===== src/verilog/icp_defs.vh =====
/*
  Constants of the I2C packet engine: control word layout, length codes,
  checksum, target address reset value and special register values.
  Assumes inclusion by bare name from design files of the icp block.
*/
`ifndef ICP_DEFS_VH
`define ICP_DEFS_VH

// ----------------------------------------------------------------
// control word fields
// ----------------------------------------------------------------
`define ICP_CW_DIR 23
`define ICP_CW_CRCEN 22
`define ICP_CW_LEN_HI 21
`define ICP_CW_LEN_LO 20
`define ICP_CW_SEC_HI 19
`define ICP_CW_SEC_LO 16
`define ICP_CW_PAGE_HI 15
`define ICP_CW_PAGE_LO 12
`define ICP_CW_ADDR_HI 11
`define ICP_CW_ADDR_LO 0
`define ICP_CW_BYTES 4'h3

// ----------------------------------------------------------------
// length codes and values
// ----------------------------------------------------------------
`define ICP_LEN_16 2'h0
`define ICP_LEN_32 2'h1
`define ICP_LEN_64 2'h2
`define ICP_LEN_RSVD 2'h3
`define ICP_TARGET_ADDR_RST 7'h01
`define ICP_CRC_INIT 8'hFF
`define ICP_CRC_POLY 8'h07
`define ICP_WORD_STEP 22'h000002
`define ICP_EE_CMD_ADDR 22'h0000EA
`define ICP_EE_RELOAD_VAL 32'h40000000

`endif


===== src/verilog/icp_packet_engine.v =====
/*
  I2C target packet engine: bit level target, control word parser,
  checksum, write queue towards the register space, read fetch and
  transmit buffer, EEPROM reload trigger.
  Assumes scl/sda come from pins (synchronised here), the register
  space answers reads with rd_ack and drains writes via wr_ready.
*/
`timescale 1ns/1ps
`default_nettype none
`include "icp_defs.vh"
module icp_packet_engine (
  input wire ref_clk,
  input wire rst,
  input wire scl_in,
  input wire sda_in,
  output wire sda_out,
  output wire sda_oe,
  input wire [6:0] target_addr_cfg,
  input wire target_addr_load,
  output wire [6:0] target_addr,
  output wire wr_valid,
  input wire wr_ready,
  output wire [21:0] wr_addr,
  output wire [31:0] wr_data,
  output wire wr_wide,
  output wire rd_req,
  output wire [21:0] rd_addr,
  input wire rd_ack,
  input wire [31:0] rd_data,
  input wire motor_stationary,
  output wire eeprom_reload
);
  // ----------------------------------------------------------------
  // functions
  // ----------------------------------------------------------------
  // one byte through the checksum, msb first
  function [7:0] crc8_step;
    input [7:0] c;
    input [7:0] b;
    reg [7:0] x;
    integer k;
    begin
      x = c ^ b;
      for (k = 0; k < 8; k = k + 1) begin
        x = x[7] ? ({x[6:0], 1'b0} ^ `ICP_CRC_POLY) : {x[6:0], 1'b0};
      end
      crc8_step = x;
    end
  endfunction

  // data bytes announced by a length code
  function [3:0] len_bytes;
    input [1:0] len;
    begin
      case (len)
        `ICP_LEN_16: len_bytes = 4'h2;
        `ICP_LEN_32: len_bytes = 4'h4;
        `ICP_LEN_64: len_bytes = 4'h8;
        default: len_bytes = 4'h0;
      endcase
    end
  endfunction

  // ----------------------------------------------------------------
  // pin synchronisers and bus events
  // ----------------------------------------------------------------
  reg scl_s1_q, scl_s2_q, scl_s3_q;
  reg sda_s1_q, sda_s2_q, sda_s3_q;
  always @(posedge ref_clk or posedge rst) begin
    if (rst) begin
      {scl_s1_q, scl_s2_q, scl_s3_q} <= 3'h7;
      {sda_s1_q, sda_s2_q, sda_s3_q} <= 3'h7;
    end else begin
      {scl_s1_q, scl_s2_q, scl_s3_q} <= {scl_in, scl_s1_q, scl_s2_q};
      {sda_s1_q, sda_s2_q, sda_s3_q} <= {sda_in, sda_s1_q, sda_s2_q};
    end
  end
  wire scl_rise = scl_s2_q & ~scl_s3_q;
  wire scl_fall = ~scl_s2_q & scl_s3_q;
  wire start_ev = scl_s2_q & scl_s3_q & ~sda_s2_q & sda_s3_q;
  wire stop_ev = scl_s2_q & scl_s3_q & sda_s2_q & ~sda_s3_q;

  // ----------------------------------------------------------------
  // target address register
  // ----------------------------------------------------------------
  reg [6:0] tgt_q;
  always @(posedge ref_clk or posedge rst) begin
    if (rst) begin
      tgt_q <= `ICP_TARGET_ADDR_RST;
    end else if (target_addr_load) begin
      tgt_q <= target_addr_cfg;
    end
  end
  assign target_addr = tgt_q;

  // ----------------------------------------------------------------
  // bit level target
  // ----------------------------------------------------------------
  localparam B_IDLE = 7'h01;
  localparam B_ADDR = 7'h02;
  localparam B_AACK = 7'h04;
  localparam B_RX = 7'h08;
  localparam B_RACK = 7'h10;
  localparam B_TX = 7'h20;
  localparam B_TACK = 7'h40;
  localparam P_IDLE = 4'h1;
  localparam P_RD = 4'h2;
  localparam P_CRC = 4'h4;
  localparam P_PUSH = 4'h8;

  reg [6:0] bst_q;
  reg [3:0] bcnt_q;
  reg [7:0] sh_q;
  reg oe_q;
  reg rdm_q;
  reg [3:0] pst_q;
  reg tx_valid_q;
  wire [7:0] tx_byte;
  wire is_rd = sh_q[0];
  wire byte8 = scl_fall & (bcnt_q == 4'h8);
  // write start refused while a request is still being worked off
  wire addr_ack = (sh_q[7:1] == tgt_q) & (is_rd ? tx_valid_q : (pst_q == P_IDLE));
  wire addr_ev = (bst_q == B_ADDR) & byte8 & addr_ack;
  wire rx_ev = (bst_q == B_RX) & byte8;
  wire tx_done = (bst_q == B_TX) & byte8;

  // sda is open drain: only ever pulled low
  always @(posedge ref_clk or posedge rst) begin
    if (rst) begin
      bst_q <= B_IDLE;
      bcnt_q <= 4'h0;
      sh_q <= 8'h00;
      oe_q <= 1'b0;
      rdm_q <= 1'b0;
    end else if (start_ev) begin
      bst_q <= B_ADDR;
      bcnt_q <= 4'h0;
      oe_q <= 1'b0;
    end else if (stop_ev) begin
      bst_q <= B_IDLE;
      oe_q <= 1'b0;
    end else begin
      case (bst_q)
        B_ADDR, B_RX: begin
          if (scl_rise) begin
            sh_q <= {sh_q[6:0], sda_s2_q};
            bcnt_q <= bcnt_q + 4'h1;
          end else if (byte8) begin
            bcnt_q <= 4'h0;
            if (bst_q == B_RX) begin
              oe_q <= 1'b1;
              bst_q <= B_RACK;
            end else if (addr_ack) begin
              oe_q <= 1'b1;
              rdm_q <= is_rd;
              bst_q <= B_AACK;
            end else begin
              bst_q <= B_IDLE; // not us, or not ready: no ack
            end
          end
        end
        B_AACK, B_TACK: begin
          if (bst_q == B_TACK && scl_rise && sda_s2_q) begin
            bst_q <= B_IDLE; // controller ended the read
          end else if (scl_fall) begin
            if (rdm_q) begin
              oe_q <= ~tx_byte[7];
              sh_q <= {tx_byte[6:0], 1'b0};
              bcnt_q <= 4'h1;
              bst_q <= B_TX;
            end else begin
              oe_q <= 1'b0;
              bst_q <= B_RX;
            end
          end
        end
        B_RACK: begin
          if (scl_fall) begin
            oe_q <= 1'b0;
            bst_q <= B_RX;
          end
        end
        B_TX: begin
          if (byte8) begin
            oe_q <= 1'b0;
            bst_q <= B_TACK;
          end else if (scl_fall) begin
            oe_q <= ~sh_q[7];
            sh_q <= {sh_q[6:0], 1'b0};
            bcnt_q <= bcnt_q + 4'h1;
          end
        end
        default: bst_q <= B_IDLE;
      endcase
    end
  end
  assign sda_out = 1'b0;
  assign sda_oe = oe_q;

  // ----------------------------------------------------------------
  // packet layer
  // ----------------------------------------------------------------
  reg pw_q;
  reg [3:0] pidx_q;
  reg [23:0] cw_q;
  reg [63:0] dat_q;
  reg [7:0] crc_q;
  reg half_q;
  reg [2:0] cidx_q;
  reg [63:0] txd_q;
  reg [7:0] txcrc_q;
  reg [3:0] tcnt_q;
  reg [3:0] tidx_q;
  reg ee_q;
  wire [1:0] len = cw_q[`ICP_CW_LEN_HI:`ICP_CW_LEN_LO];
  wire crcen = cw_q[`ICP_CW_CRCEN];
  wire [3:0] nb = len_bytes(len);
  wire [2:0] didx = pidx_q[2:0] - 3'h3;
  // 22-bit location from section, page and address
  wire [21:0] base = {2'h0, cw_q[`ICP_CW_SEC_HI:`ICP_CW_SEC_LO], cw_q[`ICP_CW_PAGE_HI:`ICP_CW_PAGE_LO],
                      cw_q[`ICP_CW_ADDR_HI:`ICP_CW_ADDR_LO]};
  wire [21:0] cur_addr = half_q ? base + `ICP_WORD_STEP : base;
  wire [31:0] cur_word = half_q ? dat_q[63:32] : dat_q[31:0];
  wire wr_ok = ~cw_q[`ICP_CW_DIR] & (len != `ICP_LEN_RSVD) &
               (pidx_q == `ICP_CW_BYTES + nb + {3'h0, crcen}) & (~crcen | (crc_q == 8'h00));
  wire ee_hit = (cur_addr == `ICP_EE_CMD_ADDR) & (len != `ICP_LEN_16) &
                (cur_word == `ICP_EE_RELOAD_VAL);
  wire more = (len == `ICP_LEN_64) & ~half_q;
  wire q_ready;
  wire push = (pst_q == P_PUSH) & ~ee_hit;

  // running checksum over received bytes: a clean packet leaves zero
  always @(posedge ref_clk or posedge rst) begin
    if (rst) begin
      pw_q <= 1'b0;
      pidx_q <= 4'h0;
      cw_q <= 24'h000000;
      dat_q <= 64'h0;
      crc_q <= `ICP_CRC_INIT;
      pst_q <= P_IDLE;
      half_q <= 1'b0;
      cidx_q <= 3'h0;
      txd_q <= 64'h0;
      txcrc_q <= 8'h00;
      tcnt_q <= 4'h0;
      tidx_q <= 4'h0;
      tx_valid_q <= 1'b0;
      ee_q <= 1'b0;
    end else begin
      ee_q <= 1'b0;
      if (addr_ev) begin
        pw_q <= ~is_rd;
        tidx_q <= 4'h0; // retried reads restart at the first byte
        if (!is_rd) begin
          pidx_q <= 4'h0;
          dat_q <= 64'h0;
          crc_q <= crc8_step(`ICP_CRC_INIT, sh_q);
        end
      end else if (rx_ev && pw_q) begin
        crc_q <= crc8_step(crc_q, sh_q);
        if (pidx_q != 4'hF) begin
          pidx_q <= pidx_q + 4'h1;
        end
        if (pidx_q < `ICP_CW_BYTES) begin
          cw_q <= {cw_q[15:0], sh_q};
        end else if (pidx_q < `ICP_CW_BYTES + nb) begin // checksum byte never lands in data
          dat_q[{didx, 3'h0} +: 8] <= sh_q;
        end
        // last control byte of a read: fetch now, reserved length ignored
        if (pidx_q == 4'h2 && cw_q[15] && cw_q[13:12] != `ICP_LEN_RSVD) begin
          pst_q <= P_RD;
          half_q <= 1'b0;
          tx_valid_q <= 1'b0;
          pw_q <= 1'b0;
        end
      end else if (stop_ev && pw_q) begin
        pw_q <= 1'b0;
        if (wr_ok) begin
          pst_q <= P_PUSH;
          half_q <= 1'b0;
        end
      end
      if (tx_done && tx_valid_q) begin
        tidx_q <= tidx_q + 4'h1;
        if (tidx_q + 4'h1 == tcnt_q) begin
          tx_valid_q <= 1'b0; // fully read: buffer released
        end
      end
      case (pst_q)
        P_IDLE: begin
        end
        P_RD: begin
          if (rd_ack) begin
            if (half_q) begin
              txd_q[63:32] <= rd_data;
            end else begin
              txd_q[31:0] <= rd_data;
            end
            if (more) begin
              half_q <= 1'b1;
            end else begin
              cidx_q <= 3'h0;
              crc_q <= crc8_step(crc_q, {tgt_q, 1'b1});
              pst_q <= P_CRC;
            end
          end
        end
        P_CRC: begin
          crc_q <= crc8_step(crc_q, txd_q[{cidx_q, 3'h0} +: 8]);
          cidx_q <= cidx_q + 3'h1;
          if ({1'b0, cidx_q} == nb - 4'h1) begin
            txcrc_q <= crc8_step(crc_q, txd_q[{cidx_q, 3'h0} +: 8]);
            tcnt_q <= nb + {3'h0, crcen};
            tidx_q <= 4'h0;
            tx_valid_q <= 1'b1;
            pst_q <= P_IDLE;
          end
        end
        P_PUSH: begin
          // reload only taken while the motor stands still
          if (ee_hit) begin
            ee_q <= motor_stationary;
          end
          if (ee_hit || q_ready) begin
            if (more) begin
              half_q <= 1'b1;
            end else begin
              pst_q <= P_IDLE;
            end
          end
        end
        default: pst_q <= P_IDLE;
      endcase
    end
  end
  assign eeprom_reload = ee_q;
  assign rd_req = (pst_q == P_RD);
  assign rd_addr = cur_addr;
  assign tx_byte = (tidx_q >= nb) ? txcrc_q : txd_q[{tidx_q[2:0], 3'h0} +: 8];

  // ----------------------------------------------------------------
  // write queue: stalls the push state when the register side lags
  // ----------------------------------------------------------------
  wire [54:0] q_out;
  icp_pair_buf #(.W(55), .AW(1)) u_wq (
    .ref_clk(ref_clk),
    .rst(rst),
    .in_valid(push),
    .in_ready(q_ready),
    .in_data({len != `ICP_LEN_16, cur_addr, cur_word}),
    .out_valid(wr_valid),
    .out_ready(wr_ready),
    .out_data(q_out)
  );
  assign wr_wide = q_out[54];
  assign wr_addr = q_out[53:32];
  assign wr_data = q_out[31:0];
endmodule
`default_nettype wire


===== src/verilog/icp_pair_buf.v =====
/*
  Small valid/ready buffer of 2**AW entries, flip-flop storage.
  Assumes both sides run on ref_clk; full and empty are exact.
*/
`timescale 1ns/1ps
`default_nettype none
module icp_pair_buf #(
  parameter W = 55,
  parameter AW = 1
) (
  input wire ref_clk,
  input wire rst,
  input wire in_valid,
  output wire in_ready,
  input wire [W-1:0] in_data,
  output wire out_valid,
  input wire out_ready,
  output wire [W-1:0] out_data
);
  localparam DEPTH = 1 << AW;
  reg [W-1:0] mem_q [0:DEPTH-1];
  reg [AW-1:0] wp_q;
  reg [AW-1:0] rp_q;
  reg [AW:0] cnt_q;
  wire push = in_valid & in_ready;
  wire pop = out_valid & out_ready;
  integer i;

  // ----------------------------------------------------------------
  // pointers and storage
  // ----------------------------------------------------------------
  assign in_ready = (cnt_q != DEPTH[AW:0]);
  assign out_valid = (cnt_q != {(AW+1){1'b0}});
  assign out_data = mem_q[rp_q];

  // storage is cleared on reset; only the count decides what is valid
  always @(posedge ref_clk or posedge rst) begin
    if (rst) begin
      wp_q <= {AW{1'b0}};
      rp_q <= {AW{1'b0}};
      cnt_q <= {(AW+1){1'b0}};
      for (i = 0; i < DEPTH; i = i + 1) begin
        mem_q[i] <= {W{1'b0}};
      end
    end else begin
      if (push) begin
        mem_q[wp_q] <= in_data;
        wp_q <= wp_q + 1'b1;
      end
      if (pop) begin
        rp_q <= rp_q + 1'b1;
      end
      if (push & ~pop) begin
        cnt_q <= cnt_q + 1'b1;
      end else if (pop & ~push) begin
        cnt_q <= cnt_q - 1'b1;
      end
    end
  end
endmodule
`default_nettype wire


===== config.mk =====
export PLATFORM = sky130hd
export DESIGN_NAME = icp_packet_engine
export DESIGN_NICKNAME = d
export VERILOG_FILES = /design/src/verilog/icp_packet_engine.v /design/src/verilog/icp_pair_buf.v
export VERILOG_INCLUDE_DIRS = /design/src /design/src/verilog
export SDC_FILE = /design/constraint.sdc
export NUM_CORES = 1
export LEC_CHECK = 0
export BUFFER_PORTS_ARGS = -buffer_cell sky130_fd_sc_hd__buf_2
export CAP_MARGIN = 20
export CORE_MARGIN = 2
export CORE_UTILIZATION = 56
export DETAILED_ROUTE_END_ITERATION = 8
export MAX_ROUTING_LAYER = met4
export PLACE_DENSITY = 0.77
export SLEW_MARGIN = 20
export SYNTH_ARGS = -nofsm -noshare
export SYNTH_HDL_FRONTEND = slang
export SYNTH_SLANG_ARGS = --single-unit

===== constraint.sdc =====
create_clock -name ref_clk -period 11.33 [get_ports ref_clk]
set_input_delay 0 -clock ref_clk [delete_from_list [all_inputs] [get_ports ref_clk]]
set_output_delay 0 -clock ref_clk [all_outputs]
set_load 0.005 [all_outputs]

; ---- Word-level counts from Yosys, hierarchy flattened
; Index checks and enable logic that the tools add are counted.
[op_classes]
addsub = 15
order_cmp = 6
n_eq_ne = 51
shifts = 4
mux = 143
n_bitwise = 81
n_reduce_logical = 37
[ops]
columns = op, count
row1 = two-way mux 64 bit, 5
row2 = two-way mux 55 bit, 4
row3 = indexed part select 64 x 7 -> 8 bit, 2
row4 = bitwise mux 110 bit, 1
row5 = two-way mux 4 bit, 27
row6 = two-way mux 3 bit, 35
row7 = two-way mux 8 bit, 12
row8 = inverter 3 bit, 32
row9 = bitwise mux 64 bit, 1
row10 = variable shift 8 x 8 -> 64 bit (first input constant), 1
row11 = indexed part select 8 x 8 -> 64 bit, 1
row12 = two-way mux 7 bit, 8
row13 = demux 55 bit (select 1 bit), 1
row14 = two-way mux 1 bit, 34
row15 = equality test 32 x 31 -> 1 bit (second input constant), 1
row16 = two-way mux 32 bit, 1
row17 = != test 4 bit (second input constant), 8
row18 = case mux 7 bit (4 select lines), 1
row19 = != test 2 bit (second input constant), 13
row20 = bitwise AND 1 bit, 24
row21 = case mux 4 bit (3 select lines), 2
row22 = case mux 8 bit (3 select lines), 1
row23 = XOR 8 bit, 3
row24 = adder 20 x 2 -> 21 bit (second input constant), 1
row25 = other kinds (64), 118
[totals]
reg_bits = 339
in_bits = 47

; ---- Logic depth before layout (Yosys ltp)
[depth]
depth_word = 22
depth_mapped = 13
ltp_nobuf = 12

; ---- Hierarchy
; Synthesis repeated with hierarchy kept, for this count alone.
[unflattened]
hier_cells = 1528
hier_area_um2 = 18520.3
[modules_own_cells]
columns = module, n_inst, cells_per_inst, area_each_um2, seq_area_each_um2
row1 = icp_packet_engine, 1, 1217, 13060.0, 5651.7
row2 = icp_pair_buf, 1, 311, 5460.2, 2852.7

; ---- Worst setup path after synthesis
; Ideal clock, no wire load.
[synth_timing]
path_type = flip-flop to flip-flop
startpoint = register cw_q[2]
endpoint = register u_wq.cnt_q[1]
setup_ps = 79
arrival_time_ps = 3359
required_ps = 11251
path_slack_ps = 7891
stages_incl_launch_ff = 12
path_buffers = 0
synth_period_minus_slack_ps = 3439
path_cell_list = dfrtp_1 > ha_1 > nand4_1 > nor3_1 > nand3_1 > xnor2_1 > or4_1 > or4_1 > and3_1 > ha_1 > nor2_1 > xor2_1
[synth_between]
elab_chain_cells = 11
word_cells_on_any_way = 13
cone_classes = add/sub: 1 / eq/ne: 1 / mux: 2 / bitwise: 8 / reduce/logical: 1
[synth_rtl]
columns = element, line
row1 = "start, declared", icp_packet_engine.v:205  ; reg [23:0] cw_q;
row2 = "start signal, assigned", icp_packet_engine.v:265  ; cw_q <= {cw_q[15:0], sh_q};
row3 = adder 20 x 2 -> 21 bit (no source line) (*), -
row4 = two-way mux 21 bit (*), icp_packet_engine.v:222  ; wire [21:0] cur_addr = half_q ? base + `ICP_WORD_STEP : base;
row5 = named net u_wq.in_data[51], icp_pair_buf.v:15  ; input wire [W-1:0] in_data,
row6 = equality test 21 x 8 -> 1 bit (no source line) (*), -
row7 = bitwise AND 1 bit (*) (2 in series), icp_packet_engine.v:226  ; wire ee_hit = (cur_addr == `ICP_EE_CMD_ADDR) & (len != `ICP_LEN_16) &
row8 = inverter 1 bit (*), icp_packet_engine.v:230  ; wire push = (pst_q == P_PUSH) & ~ee_hit;
row9 = bitwise AND 1 bit (*), icp_packet_engine.v:230
row10 = bitwise AND 1 bit (*), icp_pair_buf.v:25  ; wire push = in_valid & in_ready;
row11 = named net u_wq.push, icp_pair_buf.v:25
row12 = inverter 1 bit, icp_pair_buf.v:55  ; end else if (pop & ~push) begin
row13 = bitwise AND 1 bit, icp_pair_buf.v:55
row14 = nonzero test 2 bit (no source line), -
row15 = "end signal, assigned", icp_pair_buf.v:41  ; cnt_q <= {(AW+1){1'b0}};
row16 = "end signal, assigned", icp_pair_buf.v:54  ; cnt_q <= cnt_q + 1'b1;
row17 = "end signal, assigned", icp_pair_buf.v:56  ; cnt_q <= cnt_q - 1'b1;
row18 = "end, declared", icp_pair_buf.v:24  ; reg [AW:0] cnt_q;
; Mark *: on every way through the listed nets, which the timed path passes. The rest lies on a longest branch.
; A chain may end at the register's enable or synchronous reset.

; ---- Final worst setup path
[layout_timing]
startpoint = register half_q
endpoint = register u_wq.cnt_q[1]
[layout_between]
elab_chain_cells = 10
word_cells_on_any_way = 14
cone_classes = eq/ne: 2 / mux: 3 / bitwise: 8 / reduce/logical: 1
[layout_rtl]
columns = element, line
row1 = "start, declared", icp_packet_engine.v:208  ; reg half_q;
row2 = "start signal, assigned", icp_packet_engine.v:241  ; half_q <= 1'b0;
row3 = "start signal, assigned", icp_packet_engine.v:272  ; half_q <= 1'b0;
row4 = "start signal, assigned", icp_packet_engine.v:280  ; half_q <= 1'b0;
row5 = two-way mux 21 bit, icp_packet_engine.v:222
row6 = equality test 21 x 8 -> 1 bit (no source line), -
row7 = bitwise AND 1 bit, icp_packet_engine.v:226
row8 = bitwise AND 1 bit (*), icp_packet_engine.v:226
row9 = inverter 1 bit (*), icp_packet_engine.v:230
row10 = bitwise AND 1 bit (*), icp_packet_engine.v:230
row11 = bitwise AND 1 bit (*), icp_pair_buf.v:25
row12 = named net u_wq.push, icp_pair_buf.v:25
row13 = inverter 1 bit, icp_pair_buf.v:55
row14 = bitwise AND 1 bit, icp_pair_buf.v:55
row15 = nonzero test 2 bit (no source line), -
; Marks and branches as above.

==> impl_metrics.toml <==
[outcome]
outcome = "finished clean"

[placement]
place.port_buffers = 132
dpl_worst_slack_ns = 6.967
gp_congestion = 0.9084
hpwl_um = 28880

[timing]
finalCritPeriodShare_pct = 39.54
finalSetupViolations = 0
layout_setup_ws_ns = 6.851
slew_headroom_pct = 27.86
max_freq_mhz = 223.2
clock_skew_ns = 0.01512
rsz0062_at_grt = "false"
hold_viol = 0
setup_tns_ns = 0
post-route-min-period_ns = 4.479
max_slew.worst_pin.slew_ns = 1.082
drv_slew = 0

[synthesis]
synth_edf_count = 0
synth.distinct_cells = 69
async_flop_share_pct = 100.0
synth-seq-cells = 337
yosysMostFrequentCell = "dfrtp_1"
synthFlopType = "dfrtp_1"
yosysTopAreaCellShare_pct = 44.84
synthTopCellsByCount = "320 x dfrtp_1, 278 x nand2_1, 150 x nor2_1"
synth_seq_area_share_pct = 47.34
yosys_warnings = 0
synth_area_leader_cell = "dfrtp_1"
netlist_instances = 1727
synth_area_leaders = "dfrtp_1 45%, mux2_2 9.3%, nand2_1 5.8%"
syn_avg_cell_area_um2 = 10.34
netlist_area_um2 = 17860

[power]
ir_drop_mv = 0.1108
pwr-share-seq_pct = 48.2
p_comb_share_pct = 5.5
p_sw_w = 0.0006080
p_sw_share_pct = 23.50
power.internal_w = 0.001979
p_leak_nw = 9.833
power.density_nw_per_um2 = 128.0
clockPowerShare_pct = 46.4

[worst_setup_path]
cp_max_fo = 55
endpoint_kind = "flip-flop"
reg2regPathDepth = 11
crit_type = "flip-flop to flip-flop"
arrival_ns = 4.93
crit_required_ns = 11.78
worst_setup_path_start_kind = "flip-flop"

[clock_tree]
clock_latency_ns = 0.53
cts_max_path_buffers = 3
cts_buffers = 37
cts-root-buf = "clkbuf_16"
htreeDepth = 2
cts_tree = "yes"
clock_sinks = 337
clkSlewWorstSetupHoldPaths_ns = 0.06

[global_routing]
overflow = 0
grt_usage_pct = 27.47
grt_pass1_vias = 13340
grt_max_degree = 137
antenna_found_initial = 0
grt_pass1_wl_um = 70930

[floorplan]
die_area_um2 = 33330
start_util_pct = 56.74
die_y_um = 182.6
ioPinCount = 136
core_area_um2 = 31470
row_count = 65
die_x_um = 182.6

[layout]
syn_to_final_growth_pct = 13.19
nFillCells = 2495
num_antenna_cells = 0
nNetsFinal = 1906
drive_above_1_share_pct = 23.57

[route]
drc = 0
routed_wl_um = 43940
viasPerCell = 5.901
vias = 13390
drt_first_pass_iters = 6
drt_iter0_drc = 1175
ant_nets = 0
wl_per_cell_um = 19.36

[job]
maxCapViolCount = 0

[worst_hold_path]
holdPathStages = 2
hold_path.class = "input port to flip-flop"
cells in the final DEF, fill, tap and decap left out, drive strengths merged, types with 52 or more instances in the layout:
cell type | synthesis | final
o21ai | 53 | 53
a21oi | 124 | 124
nor2 | 150 | 150
dfrtp | 320 | 320
mux2 | 167 | 167
nand2 | 278 | 278
dlygate4sd3 | 0 | 52
buf | 56 | 145
xnor2 | 80 | 80
mux2i | 53 | 53
cells by family (layout without fill, tap and decap cells):
kind of cell	Yosys count	in the layout	share of synthesized area (%)
multiplexers	252	252	17.94
adder cells (fa/ha/maj)	19	19	1.331
XOR/XNOR	118	118	5.787
flip-flops	337	337	47.34
buffers and inverters	156	294	4.428
other	1	3	0.02100
AND/OR/NAND/NOR	597	597	15.01
AO/OA/AOI/OAI	247	247	8.148
final timing paths:
kind	start	end	slack [ns]
max	half_q$_DFF_PP0_	u_wq.cnt_q[1]$_DFFE_PP0P_	6.85
min in group asynchronous	rst	bcnt_q[3]$_DFFE_PP0P_	0.21
max reg2reg	half_q$_DFF_PP0_	u_wq.cnt_q[1]$_DFFE_PP0P_	6.85
min	sda_in	sda_s1_q$_DFF_PP1_	0.11
max in group asynchronous	rst	tcnt_q[3]$_DFFE_PP0P_	9.54
min reg2reg	sda_s1_q$_DFF_PP1_	sda_s2_q$_DFF_PP1_	0.35
registers in the layout, summed over array words and instances (netlist names), 4 cells and up:
name	flops
bcnt_q	4
bst_q	7
crc_q	8
cw_q	24
dat_q	64
pidx_q	4
pst_q	4
sh_q	8
target_addr	7
tcnt_q	4
tidx_q	4
txcrc_q	8
txd_q	64
u_wq.mem_q	108
power groups by stage:
stage | clock network (W) | logic, W | registers, W
3_5_place_dp | 0 | 0.000125 | 0.00127
4_1_cts | 0.00122 | 0.000141 | 0.00125
3_3_place_gp | 0 | 0.000120 | 0.00127
6_report | 0.00120 | 0.000141 | 0.00125
2_1_floorplan | 0 | 0.000106 | 0.00124
5_1_grt | 0.00127 | 0.000157 | 0.00125
metrics by stage:
| step | power, W | utilization, % | hold WS [ns] | cell area (um2) | cells |
|---|---|---|---|---|---|
| after floorplan | 0.001348 | - | 0.004478 | 17870 | 1729 |
| after global placement | 0.001387 | 58.68 | 0.1079 | 18470 | 2150 |
| after detailed placement | 0.001392 | 58.68 | 0.1091 | 18470 | 2150 |
| after CTS | 0.002604 | 64.12 | 0.1019 | 20180 | 2268 |
| after global routing | 0.002670 | 64.22 | 0.1224 | 20210 | 2269 |
| final | 0.002587 | 64.22 | 0.1133 | 20210 | 2269 |
area by class of cell:
type / instances / area [um2] / area share, %
clock inverters: 15 / 172.7 / 0.8542
inverters: 31 / 123.9 / 0.6128
well taps: 402 / 503.0 / 2.488
repair buffers: 197 / 1299 / 6.425
multi-input cells: 1236 / 8640 / 42.74
flip-flops and latches: 337 / 8457 / 41.84
clock buffers: 51 / 1018 / 5.039
layer usage:
layer  global-route usage (%)  wire (um)
met3                    4.610       2643
met2                    44.99      21730
met4                    10.55       1639
met1                    34.39      17920
met5                        -          0
critical path: stages, from the launching register on:
cell	delay, ns
dfrtp_2	0.40
buf_4	0.61
nand4_1	0.35
nor3_1	0.51
nand3_1	0.16
xnor2_1	0.20
or4_1	0.66
or4_1	0.61
and3_1	0.23
ha_1	0.31
nor2_1	0.14
xor2_1	0.16
timing repair:
item                      CTS  global route
hold buffers               52             0
buffers inserted            0             0
gates resized for setup     0             0
hold endpoints to repair  204             0
(Power assumes the default switching activity.)
